===== src/acpm_pkg.sv =====
/*
 * Shared constants and types of the accelerometer power-mode controller:
 * register offsets, field positions, reset values, carrier structs, mode
 * and phase encodings and the sleep-length table.
 * Assumes a 50 MHz system clock and 8-bit register data.
 */
`default_nettype none

package acpm_pkg;

    // ------------------------------
    // Clock
    // ------------------------------
    localparam int unsigned CLK_FREQ_MHZ = 50;

    // ------------------------------
    // Register offsets
    // ------------------------------
    localparam logic [7:0] OFS_MODE     = 8'h11;
    localparam logic [7:0] OFS_LPCFG    = 8'h12;
    localparam logic [7:0] OFS_SOFTRST  = 8'h14;
    localparam logic [7:0] OFS_IRQPIN   = 8'h20;
    localparam logic [7:0] OFS_QSETUP_A = 8'h30;
    localparam logic [7:0] OFS_IFCFG    = 8'h34;
    localparam logic [7:0] OFS_QSETUP_B = 8'h3E;
    localparam logic [7:0] OFS_QPORT    = 8'h3F;

    // Arbitrary value: writing it to the soft-reset offset resets all
    localparam logic [7:0] SOFTRST_CODE = 8'hA5;

    // ------------------------------
    // Field positions
    // ------------------------------
    localparam int unsigned MODE_DEEP_BIT = 7;
    localparam int unsigned MODE_LPEN_BIT = 6;
    localparam int unsigned MODE_SUSP_BIT = 5;
    localparam int unsigned MODE_DUR_LSB  = 1;
    localparam int unsigned LP_FLAV_BIT   = 6;
    localparam int unsigned LP_TMR_BIT    = 5;
    localparam int unsigned IF_3W_BIT     = 0;
    localparam int unsigned IF_WSEL_BIT   = 1;
    localparam int unsigned IF_WEN_BIT    = 2;
    localparam int unsigned IRQ_A_LVL_BIT = 0;
    localparam int unsigned IRQ_A_OD_BIT  = 1;
    localparam int unsigned IRQ_B_LVL_BIT = 2;
    localparam int unsigned IRQ_B_OD_BIT  = 3;

    // ------------------------------
    // Writable masks and reset values
    // ------------------------------
    localparam logic [7:0] MODE_MASK   = 8'hFE;
    localparam logic [7:0] LPCFG_MASK  = 8'h60;
    localparam logic [7:0] IFCFG_MASK  = 8'h07;
    localparam logic [7:0] IRQPIN_MASK = 8'h0F;
    localparam logic [7:0] MODE_RST    = 8'h00;
    localparam logic [7:0] LPCFG_RST   = 8'h00;
    localparam logic [7:0] IFCFG_RST   = 8'h00;
    localparam logic [7:0] IRQPIN_RST  = 8'h00;
    localparam logic [7:0] QSETUP_RST  = 8'h00;
    localparam logic [7:0] MODE_DEEP_SET = 8'(1) << MODE_DEEP_BIT;

    // ------------------------------
    // Carriers and encodings
    // ------------------------------
    typedef struct packed {
        logic       rd;
        logic       wr;
        logic [7:0] addr;
        logic [7:0] wdata;
    } acpm_req_t;

    typedef struct packed {
        logic       valid;
        logic       refused;
        logic [7:0] rdata;
    } acpm_rsp_t;

    typedef enum logic [5:0] {
        PM_NORMAL = 6'b000001,
        PM_DEEP   = 6'b000010,
        PM_SUSP   = 6'b000100,
        PM_STBY   = 6'b001000,
        PM_LP1    = 6'b010000,
        PM_LP2    = 6'b100000
    } acpm_mode_t;

    typedef enum logic [1:0] {
        PH_WAKE  = 2'b01,
        PH_SLEEP = 2'b10
    } acpm_phase_t;

    // ------------------------------
    // Sleep-phase length in microseconds per four-bit code
    // ------------------------------
    function automatic logic [19:0] acpm_sleep_us(input logic [3:0] code);
        logic [19:0] us;
        case (code)
            4'h6:    us = 20'd1000;
            4'h7:    us = 20'd2000;
            4'h8:    us = 20'd4000;
            4'h9:    us = 20'd6000;
            4'hA:    us = 20'd10000;
            4'hB:    us = 20'd25000;
            4'hC:    us = 20'd50000;
            4'hD:    us = 20'd100000;
            4'hE:    us = 20'd500000;
            4'hF:    us = 20'd1000000;
            default: us = 20'd500;
        endcase
        return us;
    endfunction

endpackage

`default_nettype wire


===== src/acpm_ctrl.sv =====
/*
 * Accelerometer power-mode controller: register slice for the mode bits,
 * access gating per power mode, low-power wake/sleep sequencer and power
 * gating outputs.
 * Assumes the serial interface front end presents one register request
 * per cycle on reg_req, and that acquisition and interrupt engines run
 * on clk_sys. reset_n is the power-on reset of both supplies.
 */
//
// Contract
// - Leave reset in normal mode, acquisition running
// - Six power modes exactly
// - Power-on reset restores every register default
// - Deep-suspend: interface only, configuration lost
// - Deep bit toggles deep-suspend when suspend clear
// - Deep-suspend keeps watchdog, three-wire, deep bits
// - Deep-suspend keeps interrupt pin configuration accessible
// - Soft reset returns low modes to normal
// - Suspend: analog off, data and configuration kept
// - Suspend refuses queue setup and queue port
// - Suspend bit with flavour zero selects suspend
// - Standby: analog off, digital alive, full access
// - Suspend bit with flavour one selects standby
// - Low-power 1 alternates wake and suspend-like sleep
// - Low-power 1 queue port unreadable, sleep restricted
// - Low-power 2 standby-like sleep, unrestricted access
// - Event timing: wake lasts required sample count
// - Detected interrupt holds wake phase
// - Sleep once samples done and bus idle
// - Timer select one gives equidistant wake starts, sleep fills the rest
// - Four-bit code sets sleep-phase length
`default_nettype none

module acpm_ctrl #(
    parameter int unsigned CLK_PER_US = acpm_pkg::CLK_FREQ_MHZ,
    parameter int unsigned SMP_W      = 4
) (
    // Clock and power-on reset
    input  wire logic                clk_sys,
    input  wire logic                reset_n,
    // Register access from the serial interface
    input  wire acpm_pkg::acpm_req_t reg_req,
    output acpm_pkg::acpm_rsp_t      reg_rsp,
    input  wire logic [7:0]          queue_data,
    output logic                     queue_pop,
    // Protocol strap
    input  wire logic                protocol_select_pin,
    output logic                     proto_is_i2c,
    // Acquisition and interrupt engines
    input  wire logic                sample_tick,
    input  wire logic [SMP_W-1:0]    samples_needed,
    input  wire logic                irq_hold,
    input  wire logic                bus_busy,
    // Power state
    output acpm_pkg::acpm_mode_t     power_mode,
    output logic                     analog_pwr_en,
    output logic                     digital_pwr_en,
    output logic                     acq_run,
    output logic                     wake_phase,
    // Configuration to interface and pins
    output logic                     three_wire_select,
    output logic                     wdt_en,
    output logic                     wdt_sel,
    output logic                     irq_a_active_level,
    output logic                     irq_a_open_drain,
    output logic                     irq_b_active_level,
    output logic                     irq_b_open_drain,
    output logic [7:0]               queue_setup_a,
    output logic [7:0]               queue_setup_b
);

    // ------------------------------
    // Registers
    // ------------------------------
    logic [7:0]            mode_q, mode_d;
    logic [7:0]            lpcfg_q, lpcfg_d;
    logic [7:0]            ifcfg_q, ifcfg_d;
    logic [7:0]            irqpin_q, irqpin_d;
    logic [7:0]            qa_q, qa_d;
    logic [7:0]            qb_q, qb_d;
    acpm_pkg::acpm_phase_t phase_q, phase_d;
    logic [31:0]           timer_q, timer_d;
    logic [SMP_W-1:0]      cnt_q, cnt_d;
    logic [1:0]            ps_sync_q;
    logic [1:0]            settle_q;
    logic                  proto_q;
    acpm_pkg::acpm_rsp_t   rsp_q;
    logic                  pop_q;
    acpm_pkg::acpm_mode_t  pm_q;
    logic                  ana_q, dig_q, wake_q;

    // ------------------------------
    // Protocol strap: synchronised, caught once after reset release
    // ------------------------------
    always_ff @(posedge clk_sys or negedge reset_n) begin
        if (!reset_n) begin
            ps_sync_q <= 2'h0;
            settle_q  <= 2'h0;
            proto_q   <= 1'b0;
        end else begin
            ps_sync_q <= {ps_sync_q[0], protocol_select_pin};
            if (settle_q != 2'h3) begin
                settle_q <= settle_q + 2'h1;
            end
            if (settle_q == 2'h2) begin
                proto_q <= ps_sync_q[1];
            end
        end
    end

    // ------------------------------
    // Mode decode
    // ------------------------------
    wire bit_deep = mode_q[acpm_pkg::MODE_DEEP_BIT];
    wire bit_susp = mode_q[acpm_pkg::MODE_SUSP_BIT];
    wire bit_lpen = mode_q[acpm_pkg::MODE_LPEN_BIT];
    wire bit_flav = lpcfg_q[acpm_pkg::LP_FLAV_BIT];
    wire bit_est  = lpcfg_q[acpm_pkg::LP_TMR_BIT];

    // Deep outranks suspend, suspend outranks the duty-cycle modes
    acpm_pkg::acpm_mode_t mode_dec;
    assign mode_dec = bit_deep ? acpm_pkg::PM_DEEP :
                      bit_susp ? (bit_flav ? acpm_pkg::PM_STBY
                                           : acpm_pkg::PM_SUSP)
                    : bit_lpen ? (bit_flav ? acpm_pkg::PM_LP2
                                           : acpm_pkg::PM_LP1)
                    : acpm_pkg::PM_NORMAL;

    wire m_deep = (mode_dec == acpm_pkg::PM_DEEP);
    wire m_susp = (mode_dec == acpm_pkg::PM_SUSP);
    wire m_lp1  = (mode_dec == acpm_pkg::PM_LP1);
    wire m_lp2  = (mode_dec == acpm_pkg::PM_LP2);
    wire in_lp  = m_lp1 | m_lp2;
    wire asleep = in_lp & (phase_q == acpm_pkg::PH_SLEEP);

    // ------------------------------
    // Access gating
    // ------------------------------
    wire [7:0] addr   = reg_req.addr;
    wire [7:0] wdata  = reg_req.wdata;
    wire       a_mode = (addr == acpm_pkg::OFS_MODE);
    wire       a_lp   = (addr == acpm_pkg::OFS_LPCFG);
    wire       a_srst = (addr == acpm_pkg::OFS_SOFTRST);
    wire       a_irq  = (addr == acpm_pkg::OFS_IRQPIN);
    wire       a_if   = (addr == acpm_pkg::OFS_IFCFG);
    wire       a_qa   = (addr == acpm_pkg::OFS_QSETUP_A);
    wire       a_qb   = (addr == acpm_pkg::OFS_QSETUP_B);
    wire       a_qp   = (addr == acpm_pkg::OFS_QPORT);

    // Only the mode, soft-reset, interface section and interrupt pin setup registers answer in deep-suspend
    wire deep_ok   = a_mode | a_if | a_irq | a_srst;
    // Low-power 1 outside its wake phase behaves like suspend
    wire susp_like = m_susp | (m_lp1 & asleep);
    wire refuse    = (m_deep & ~deep_ok)
                   | (susp_like & (a_qa | a_qb | a_qp))
                   | (m_lp1 & reg_req.rd & a_qp);
    wire acc       = reg_req.rd | reg_req.wr;
    wire wr_ok     = reg_req.wr & ~refuse;
    wire rd_ok     = reg_req.rd & ~refuse;

    wire soft_rst   = wr_ok & a_srst & (wdata == acpm_pkg::SOFTRST_CODE);
    wire wr_mode    = wr_ok & a_mode;
    wire new_deep   = wdata[acpm_pkg::MODE_DEEP_BIT];
    wire new_susp   = wdata[acpm_pkg::MODE_SUSP_BIT];
    wire enter_deep = wr_mode & ~bit_deep & new_deep & ~new_susp;
    wire wipe_cfg   = soft_rst | enter_deep;

    // ------------------------------
    // Register next values
    // ------------------------------
    // In deep-suspend only the deep bit of the mode register works
    assign mode_d =
        soft_rst           ? acpm_pkg::MODE_RST :
        (wr_mode & bit_deep) ? (new_deep ? mode_q
                                         : acpm_pkg::MODE_RST) :
        enter_deep         ? acpm_pkg::MODE_DEEP_SET :
        wr_mode            ? (wdata & acpm_pkg::MODE_MASK
                              & ~acpm_pkg::MODE_DEEP_SET) :
        mode_q;

    assign lpcfg_d = wipe_cfg ? acpm_pkg::LPCFG_RST :
                     (wr_ok & a_lp) ? (wdata & acpm_pkg::LPCFG_MASK) :
                     lpcfg_q;
    assign qa_d    = wipe_cfg ? acpm_pkg::QSETUP_RST :
                     (wr_ok & a_qa) ? wdata : qa_q;
    assign qb_d    = wipe_cfg ? acpm_pkg::QSETUP_RST :
                     (wr_ok & a_qb) ? wdata : qb_q;
    // Interface and pin setup survive deep-suspend
    assign ifcfg_d  = soft_rst ? acpm_pkg::IFCFG_RST :
                      (wr_ok & a_if) ? (wdata & acpm_pkg::IFCFG_MASK) :
                      ifcfg_q;
    assign irqpin_d = soft_rst ? acpm_pkg::IRQPIN_RST :
                      (wr_ok & a_irq) ? (wdata & acpm_pkg::IRQPIN_MASK) :
                      irqpin_q;

    // Soft-reset offset is write-only and reads as zero
    wire [7:0] rd_sel = a_mode ? mode_q  :
                        a_lp   ? lpcfg_q :
                        a_irq  ? irqpin_q :
                        a_if   ? ifcfg_q :
                        a_qa   ? qa_q    :
                        a_qb   ? qb_q    :
                        a_qp   ? queue_data : 8'h00;

    acpm_pkg::acpm_rsp_t rsp_d;
    assign rsp_d = '{acc, acc & refuse, rd_ok ? rd_sel : 8'h00};

    // ------------------------------
    // Low-power wake/sleep sequencer
    // ------------------------------
    wire [31:0] sleep_cyc = 32'(acpm_pkg::acpm_sleep_us(
        mode_q[acpm_pkg::MODE_DUR_LSB +: 4]) * CLK_PER_US);
    wire [SMP_W-1:0] need_n = (samples_needed == '0) ? SMP_W'(1)
                                                     : samples_needed;
    wire cnt_full  = (cnt_q == {SMP_W{1'b1}});
    // Interrupts and an open bus cycle both stretch the wake phase
    wire wake_done = (cnt_q >= need_n)
                   & ~irq_hold
                   & ~bus_busy;

    always_comb begin
        phase_d = phase_q;
        timer_d = timer_q;
        cnt_d   = cnt_q;
        if (!in_lp) begin
            phase_d = acpm_pkg::PH_WAKE;
            timer_d = sleep_cyc - 32'd1;
            cnt_d   = '0;
        end else begin
            unique case (phase_q)
                acpm_pkg::PH_WAKE: begin
                    if (sample_tick && !cnt_full) begin
                        cnt_d = cnt_q + SMP_W'(1);
                    end
                    // Equidistant timer runs from wake start
                    if (bit_est && timer_q != 32'd0) begin
                        timer_d = timer_q - 32'd1;
                    end
                    if (wake_done) begin
                        phase_d = acpm_pkg::PH_SLEEP;
                        cnt_d   = '0;
                        if (!bit_est) begin
                            timer_d = sleep_cyc - 32'd1;
                        end
                    end
                end
                acpm_pkg::PH_SLEEP: begin
                    if (timer_q == 32'd0) begin
                        phase_d = acpm_pkg::PH_WAKE;
                        timer_d = sleep_cyc - 32'd1;
                    end else begin
                        timer_d = timer_q - 32'd1;
                    end
                end
                default: begin
                    phase_d = acpm_pkg::PH_WAKE;
                end
            endcase
        end
    end

    // ------------------------------
    // Power gating
    // ------------------------------
    wire lp_awake = in_lp & (phase_q == acpm_pkg::PH_WAKE);
    // Analog runs only in normal or a wake phase; standby keeps digital
    wire ana_d = (mode_dec == acpm_pkg::PM_NORMAL) | lp_awake;
    wire dig_d = ~(m_deep | m_susp | (m_lp1 & asleep));

    // ------------------------------
    // Flip-flops
    // ------------------------------
    always_ff @(posedge clk_sys or negedge reset_n) begin
        if (!reset_n) begin
            mode_q   <= acpm_pkg::MODE_RST;
            lpcfg_q  <= acpm_pkg::LPCFG_RST;
            ifcfg_q  <= acpm_pkg::IFCFG_RST;
            irqpin_q <= acpm_pkg::IRQPIN_RST;
            qa_q     <= acpm_pkg::QSETUP_RST;
            qb_q     <= acpm_pkg::QSETUP_RST;
        end else begin
            mode_q   <= mode_d;
            lpcfg_q  <= lpcfg_d;
            ifcfg_q  <= ifcfg_d;
            irqpin_q <= irqpin_d;
            qa_q     <= qa_d;
            qb_q     <= qb_d;
        end
    end

    always_ff @(posedge clk_sys or negedge reset_n) begin
        if (!reset_n) begin
            phase_q <= acpm_pkg::PH_WAKE;
            timer_q <= 32'd0;
            cnt_q   <= '0;
        end else begin
            phase_q <= phase_d;
            timer_q <= timer_d;
            cnt_q   <= cnt_d;
        end
    end

    always_ff @(posedge clk_sys or negedge reset_n) begin
        if (!reset_n) begin
            rsp_q  <= '0;
            pop_q  <= 1'b0;
            pm_q   <= acpm_pkg::PM_NORMAL;
            ana_q  <= 1'b1;
            dig_q  <= 1'b1;
            wake_q <= 1'b0;
        end else begin
            rsp_q  <= rsp_d;
            pop_q  <= rd_ok & a_qp;
            pm_q   <= mode_dec;
            ana_q  <= ana_d;
            dig_q  <= dig_d;
            wake_q <= lp_awake;
        end
    end

    // ------------------------------
    // Outputs
    // ------------------------------
    assign reg_rsp            = rsp_q;
    assign queue_pop          = pop_q;
    assign proto_is_i2c       = proto_q;
    assign power_mode         = pm_q;
    assign analog_pwr_en      = ana_q;
    assign digital_pwr_en     = dig_q;
    assign acq_run            = ana_q;
    assign wake_phase         = wake_q;
    assign three_wire_select  = ifcfg_q[acpm_pkg::IF_3W_BIT];
    assign wdt_en             = ifcfg_q[acpm_pkg::IF_WEN_BIT];
    assign wdt_sel            = ifcfg_q[acpm_pkg::IF_WSEL_BIT];
    assign irq_a_active_level = irqpin_q[acpm_pkg::IRQ_A_LVL_BIT];
    assign irq_a_open_drain   = irqpin_q[acpm_pkg::IRQ_A_OD_BIT];
    assign irq_b_active_level = irqpin_q[acpm_pkg::IRQ_B_LVL_BIT];
    assign irq_b_open_drain   = irqpin_q[acpm_pkg::IRQ_B_OD_BIT];
    assign queue_setup_a      = qa_q;
    assign queue_setup_b      = qb_q;

endmodule // acpm_ctrl

`default_nettype wire


===== config.mk =====
export PLATFORM = sky130hd
export DESIGN_NAME = acpm_ctrl
export DESIGN_NICKNAME = d
export VERILOG_FILES = /design/src/acpm_pkg.sv /design/src/acpm_ctrl.sv
export SDC_FILE = /design/constraint.sdc
export NUM_CORES = 1
export LEC_CHECK = 0
export ABC_AREA = 0
export BUFFER_PORTS_ARGS = -buffer_cell sky130_fd_sc_hd__buf_2
export CAP_MARGIN = 20
export CORE_ASPECT_RATIO = 0.7
export CORE_MARGIN = 1
export CORE_UTILIZATION = 60
export CTS_CLUSTER_DIAMETER = 200
export DETAILED_ROUTE_END_ITERATION = 7
export GPL_ROUTABILITY_DRIVEN = 0
export PLACE_DENSITY = 0.88
export SKIP_LAST_GASP = 1
export SLEW_MARGIN = 10
export SYNTH_ARGS = -nofsm -noshare
export SYNTH_HDL_FRONTEND = slang
export SYNTH_SLANG_ARGS = --single-unit

===== constraint.sdc =====
create_clock -name clk_sys -period 9.31 [get_ports clk_sys]
set_input_delay 0.4655 -clock clk_sys [delete_from_list [all_inputs] [get_ports clk_sys]]
set_output_delay 0.4655 -clock clk_sys [all_outputs]
set_load 0.1 [all_outputs]

==> results.md <==
* Setup WS post-layout at 3510 ps
* Cell-internal power at about 0.74 mW
* CTS sink count at 95
* Pwr per Cell Area at 126 nW/um2
* GRT Overall Usage at 0.331
* NetSw at 0.430 mW
* Pre-Repair DR Iteration Count at 7
* Distinct cells, synth at 91
* Initial antenna violation count at 1
* Vias in the first global route at 7742
* CTS HTree Levels at 3
* HP Class: in2reg
* Setup Skew at 9.39 ps
* Worst path cell trace: ha_1, nand2b_1, a32oi_1, inv_1, ha_1, ha_1, inv_1, fa_1, inv_1, ha_1, a211oi_1, o21bai_1, a22oi_2, nor3_1, o31ai_1, nand4b_4, nor3b_2, xnor2_1, o311ai_0, a211oi_1
* Post-Syn Nets at 1149
* Post-Syn Area per Cell at ~8.3 um2
* Syn-to-layout area delta at 9.11%
* Fillers at ~1100
* WP buf/inv at 3
* Total chip power at 1.17 mW
* Slew @ Worst Pin at 959 ps
* Worst EP arrival at 6070 ps
* Port buffer count at 80
* Post-synth EDFFs at 0
* DR WL/cell at 18.6 um
* # setup viols final at 0
* Worst relative slew slack at 0.356
* CP max stage delay at 620 ps
* Clock network fraction of total power at 0.319
* RSZ-0062 raised after global routing: false
* WS Path Type: reg2reg
* Yosys top cell area share at 0.267
* Via density per instance at 6.57
* Fraction of layout cells with a size suffix above 1 at 0.142
* CP Launch Type: flip-flop
* Clk root buf: clkbuf_16
* Fin crit share at 0.623
* Nature of the critical path endpoint: flip-flop
* CTS tree: yes
* Status: finished, final reports clean
* Final Util at 0.670
* Synth Flop Type: dfrtp_1
* Worst-path maximum fanout at 13
* Data required, critical path at ~9600 ps
* Min cycle time layout at between 5000 and 6000 ps
* Setup WS pre-CTS at ~3600 ps
* Die height at 102 um
* Hold slack at 236 ps
* HP Start: protocol_select_pin
* FMAX at between 0.15 and 0.2 GHz
* Share of synthesized registers carrying an async set or reset at 1.00
* Cell Rows at 36
* CP startpoint: mode_q[2]
* Antenna diodes at 0
* Post-Synthesis Cells at 1032
* CP max-delay cell: dfrtp_1
* DR iter-0 viols at 951
* Die ar. at ~15000 um2
* Top delay family on crit path: compound AO/OA/AOI/OAI gates
* Share of power burned in registers at 0.410
* Routed Antenna Nets at 0
* Final #Nets at 1202
* Sw Ratio at 0.367
* Num CTS Buffers at 9
* R2R Path Start: mode_q[2]
* Final Slew Violations at 0
* Clk slew on worst S/H paths at 80 ps
* Cell taking the most area after synthesis: dfrtp_1
* Setup TNS at 0 ps
* Final Hold Vio Count at 0
* Seq/Total Area, Yosys at 0.280
* Max cap viols at 0
* Placeable core area at between 10000 and 15000 um2
* Pin count of the biggest net entering global routing at 82
* Total number of vias at 8411
* Clk Latency, worst-skew pair at 360 ps
* Static leakage at 4.32 nW
* Routed wire length at 23.8 mm
* CTS Buffer Depth at 2
* Die width at 144 um
* Synth warn at 0
* Syn Std Cell Area at 8520 um2
* Seq cells post-synth at 95
* Most used cell along the critical path: ha_1
* Grt total ovfl at 0
* Starting Density at 0.614
* First-pass GRT wire length at 38.3 mm
* Final HPWL DP at 17.3 mm
* # IOs at 81
* PostCTS Resize Cnt at 0
* Top cells by area, synth: dfrtp_1 (27%), ha_1 (9.8%), a21oi_1 (5.1%), nand2_1 (4.2%), inv_1 (3.6%)
* Drt drc at 0
* Max VDD drop at 105 uV
* Gate power share at 0.272
## area by class of cell
class                           count  area, um2  area share
Clock buffer                       10        239      0.0257
Clock inverter                      6       61.3     0.00660
Inverter                           82        308      0.0331
Multi-Input combinational cell    808       5570       0.600
Sequential cell                    95       2380       0.256
Tap cell                          190        238      0.0256
Timing Repair Buffer               89        490      0.0528
## Yosys cell counts (9+ instances only)
cell       n
nand2_1   95
dfrtp_1   91
a21oi_1   86
inv_1     82
nor2_1    80
ha_1      67
o21ai_0   57
nor3_1    41
nand3_1   33
clkbuf_1  26
xnor2_1   21
xor2_1    19
nor4_1    15
fa_1      14
a21o_1    13
and2_1    13
nand4_1   13
a22o_1    12
a31oi_1   12
nand2b_1  12
a221oi_1  10
mux2_2    10
o211ai_1  10
nor2b_1    9
or3_1      9
## registers in the layout (all words and copies together), names as in the netlist, 3 cells and up
| signal | cells |
|---|---|
| reg_rsp | 10 |
| ifcfg_q | 3 |
| queue_setup_b | 8 |
| power_mode | 6 |
| timer_q | 32 |
| queue_setup_a | 8 |
| mode_q | 7 |
| irqpin_q | 4 |
| cnt_q | 4 |
## layout by cell type (no fill, tap or decap), types with 9 or more instances in the layout
cell type / instances
dfrtp_1: 91
clkbuf_16: 9
fa_1: 14
nand2_1: 95
xnor2_1: 21
xor2_1: 19
nor2_1: 80
or3_1: 9
o211ai_1: 10
nand4_1: 13
and2_1: 13
nor4_1: 15
buf_2: 79
o21ai_0: 57
ha_1: 67
a31oi_1: 12
mux2_2: 10
a21oi_1: 86
a221oi_1: 10
nor2b_1: 9
nand2b_1: 12
inv_1: 82
a22o_1: 12
nand3_1: 33
a21o_1: 13
nor3_1: 41
## final timing paths
kind,end,slack (ps),cells past startpoint
worst max-delay path,timer_q[24],3510,20
worst min-delay path,ps_sync_q[0],240,1
worst max register to register,timer_q[24],3510,20
worst min register to register,ps_sync_q[1],350,0
max in group asynchronous,acq_run,7780,4
min in group asynchronous,timer_q[21],500,2
## logic make-up after synthesis
kind of cell / count (synthesis) / share of synthesized area
AOI/OAI and AO/OA: 298 / 0.234
xor gates and xnor gates: 40 / 0.0411
adders and majority gates: 81 / 0.131
buffers and inverters: 129 / 0.0658
DFF: 95 / 0.280
muxes: 16 / 0.0203
and+or+nand+nor: 373 / 0.227
## worst register-to-register path, cell delays in order (launching register included)
cell,delay [ps]
dfrtp_1,620
ha_1,400
nand2b_1,100
a32oi_1,370
inv_1,90
ha_1,310
ha_1,280
inv_1,50
fa_1,530
inv_1,40
ha_1,420
a211oi_1,380
o21bai_1,170
a22oi_2,280
nor3_1,80
o31ai_1,510
nand4b_4,180
nor3b_2,240
xnor2_1,210
o311ai_0,170
a211oi_1,280
## stage by stage
stage | instances | cell area [um2]
after floorplan | 1032 | 8520
after global placement | 1260 | 8940
after detailed placement | 1260 | 8940
after CTS | 1277 | 9250
after global routing | 1280 | 9290
final | 1280 | 9290
## timing repair
item,CTS,global route
hold buffers,1,0
setup buffers,0,0
hold endpoints to repair,14,0
## metal layers
layer / track usage / wire length [um] / up-vias
met5: 0 / 12 / -
met4: 0.126 / 718 / 2
met3: 0.0827 / 2720 / 88
met2: 0.488 / 10200 / 576
met1: 0.465 / 10200 / 3892
li1: - / - / 3853
## power by group through the flow
| stage | registers [mW] | logic, mW | clock network, mW |
|---|---|---|---|
| final | 0.480 | 0.318 | 0.373 |
| after global routing | 0.482 | 0.344 | 0.391 |
| after CTS | 0.477 | 0.312 | 0.374 |
| after detailed placement | 0.484 | 0.308 | 0 |
| after global placement | 0.482 | 0.301 | 0 |
| after floorplan | 0.522 | 0.199 | 0 |
No activity file was read; power rests on OpenSTA's default activity.
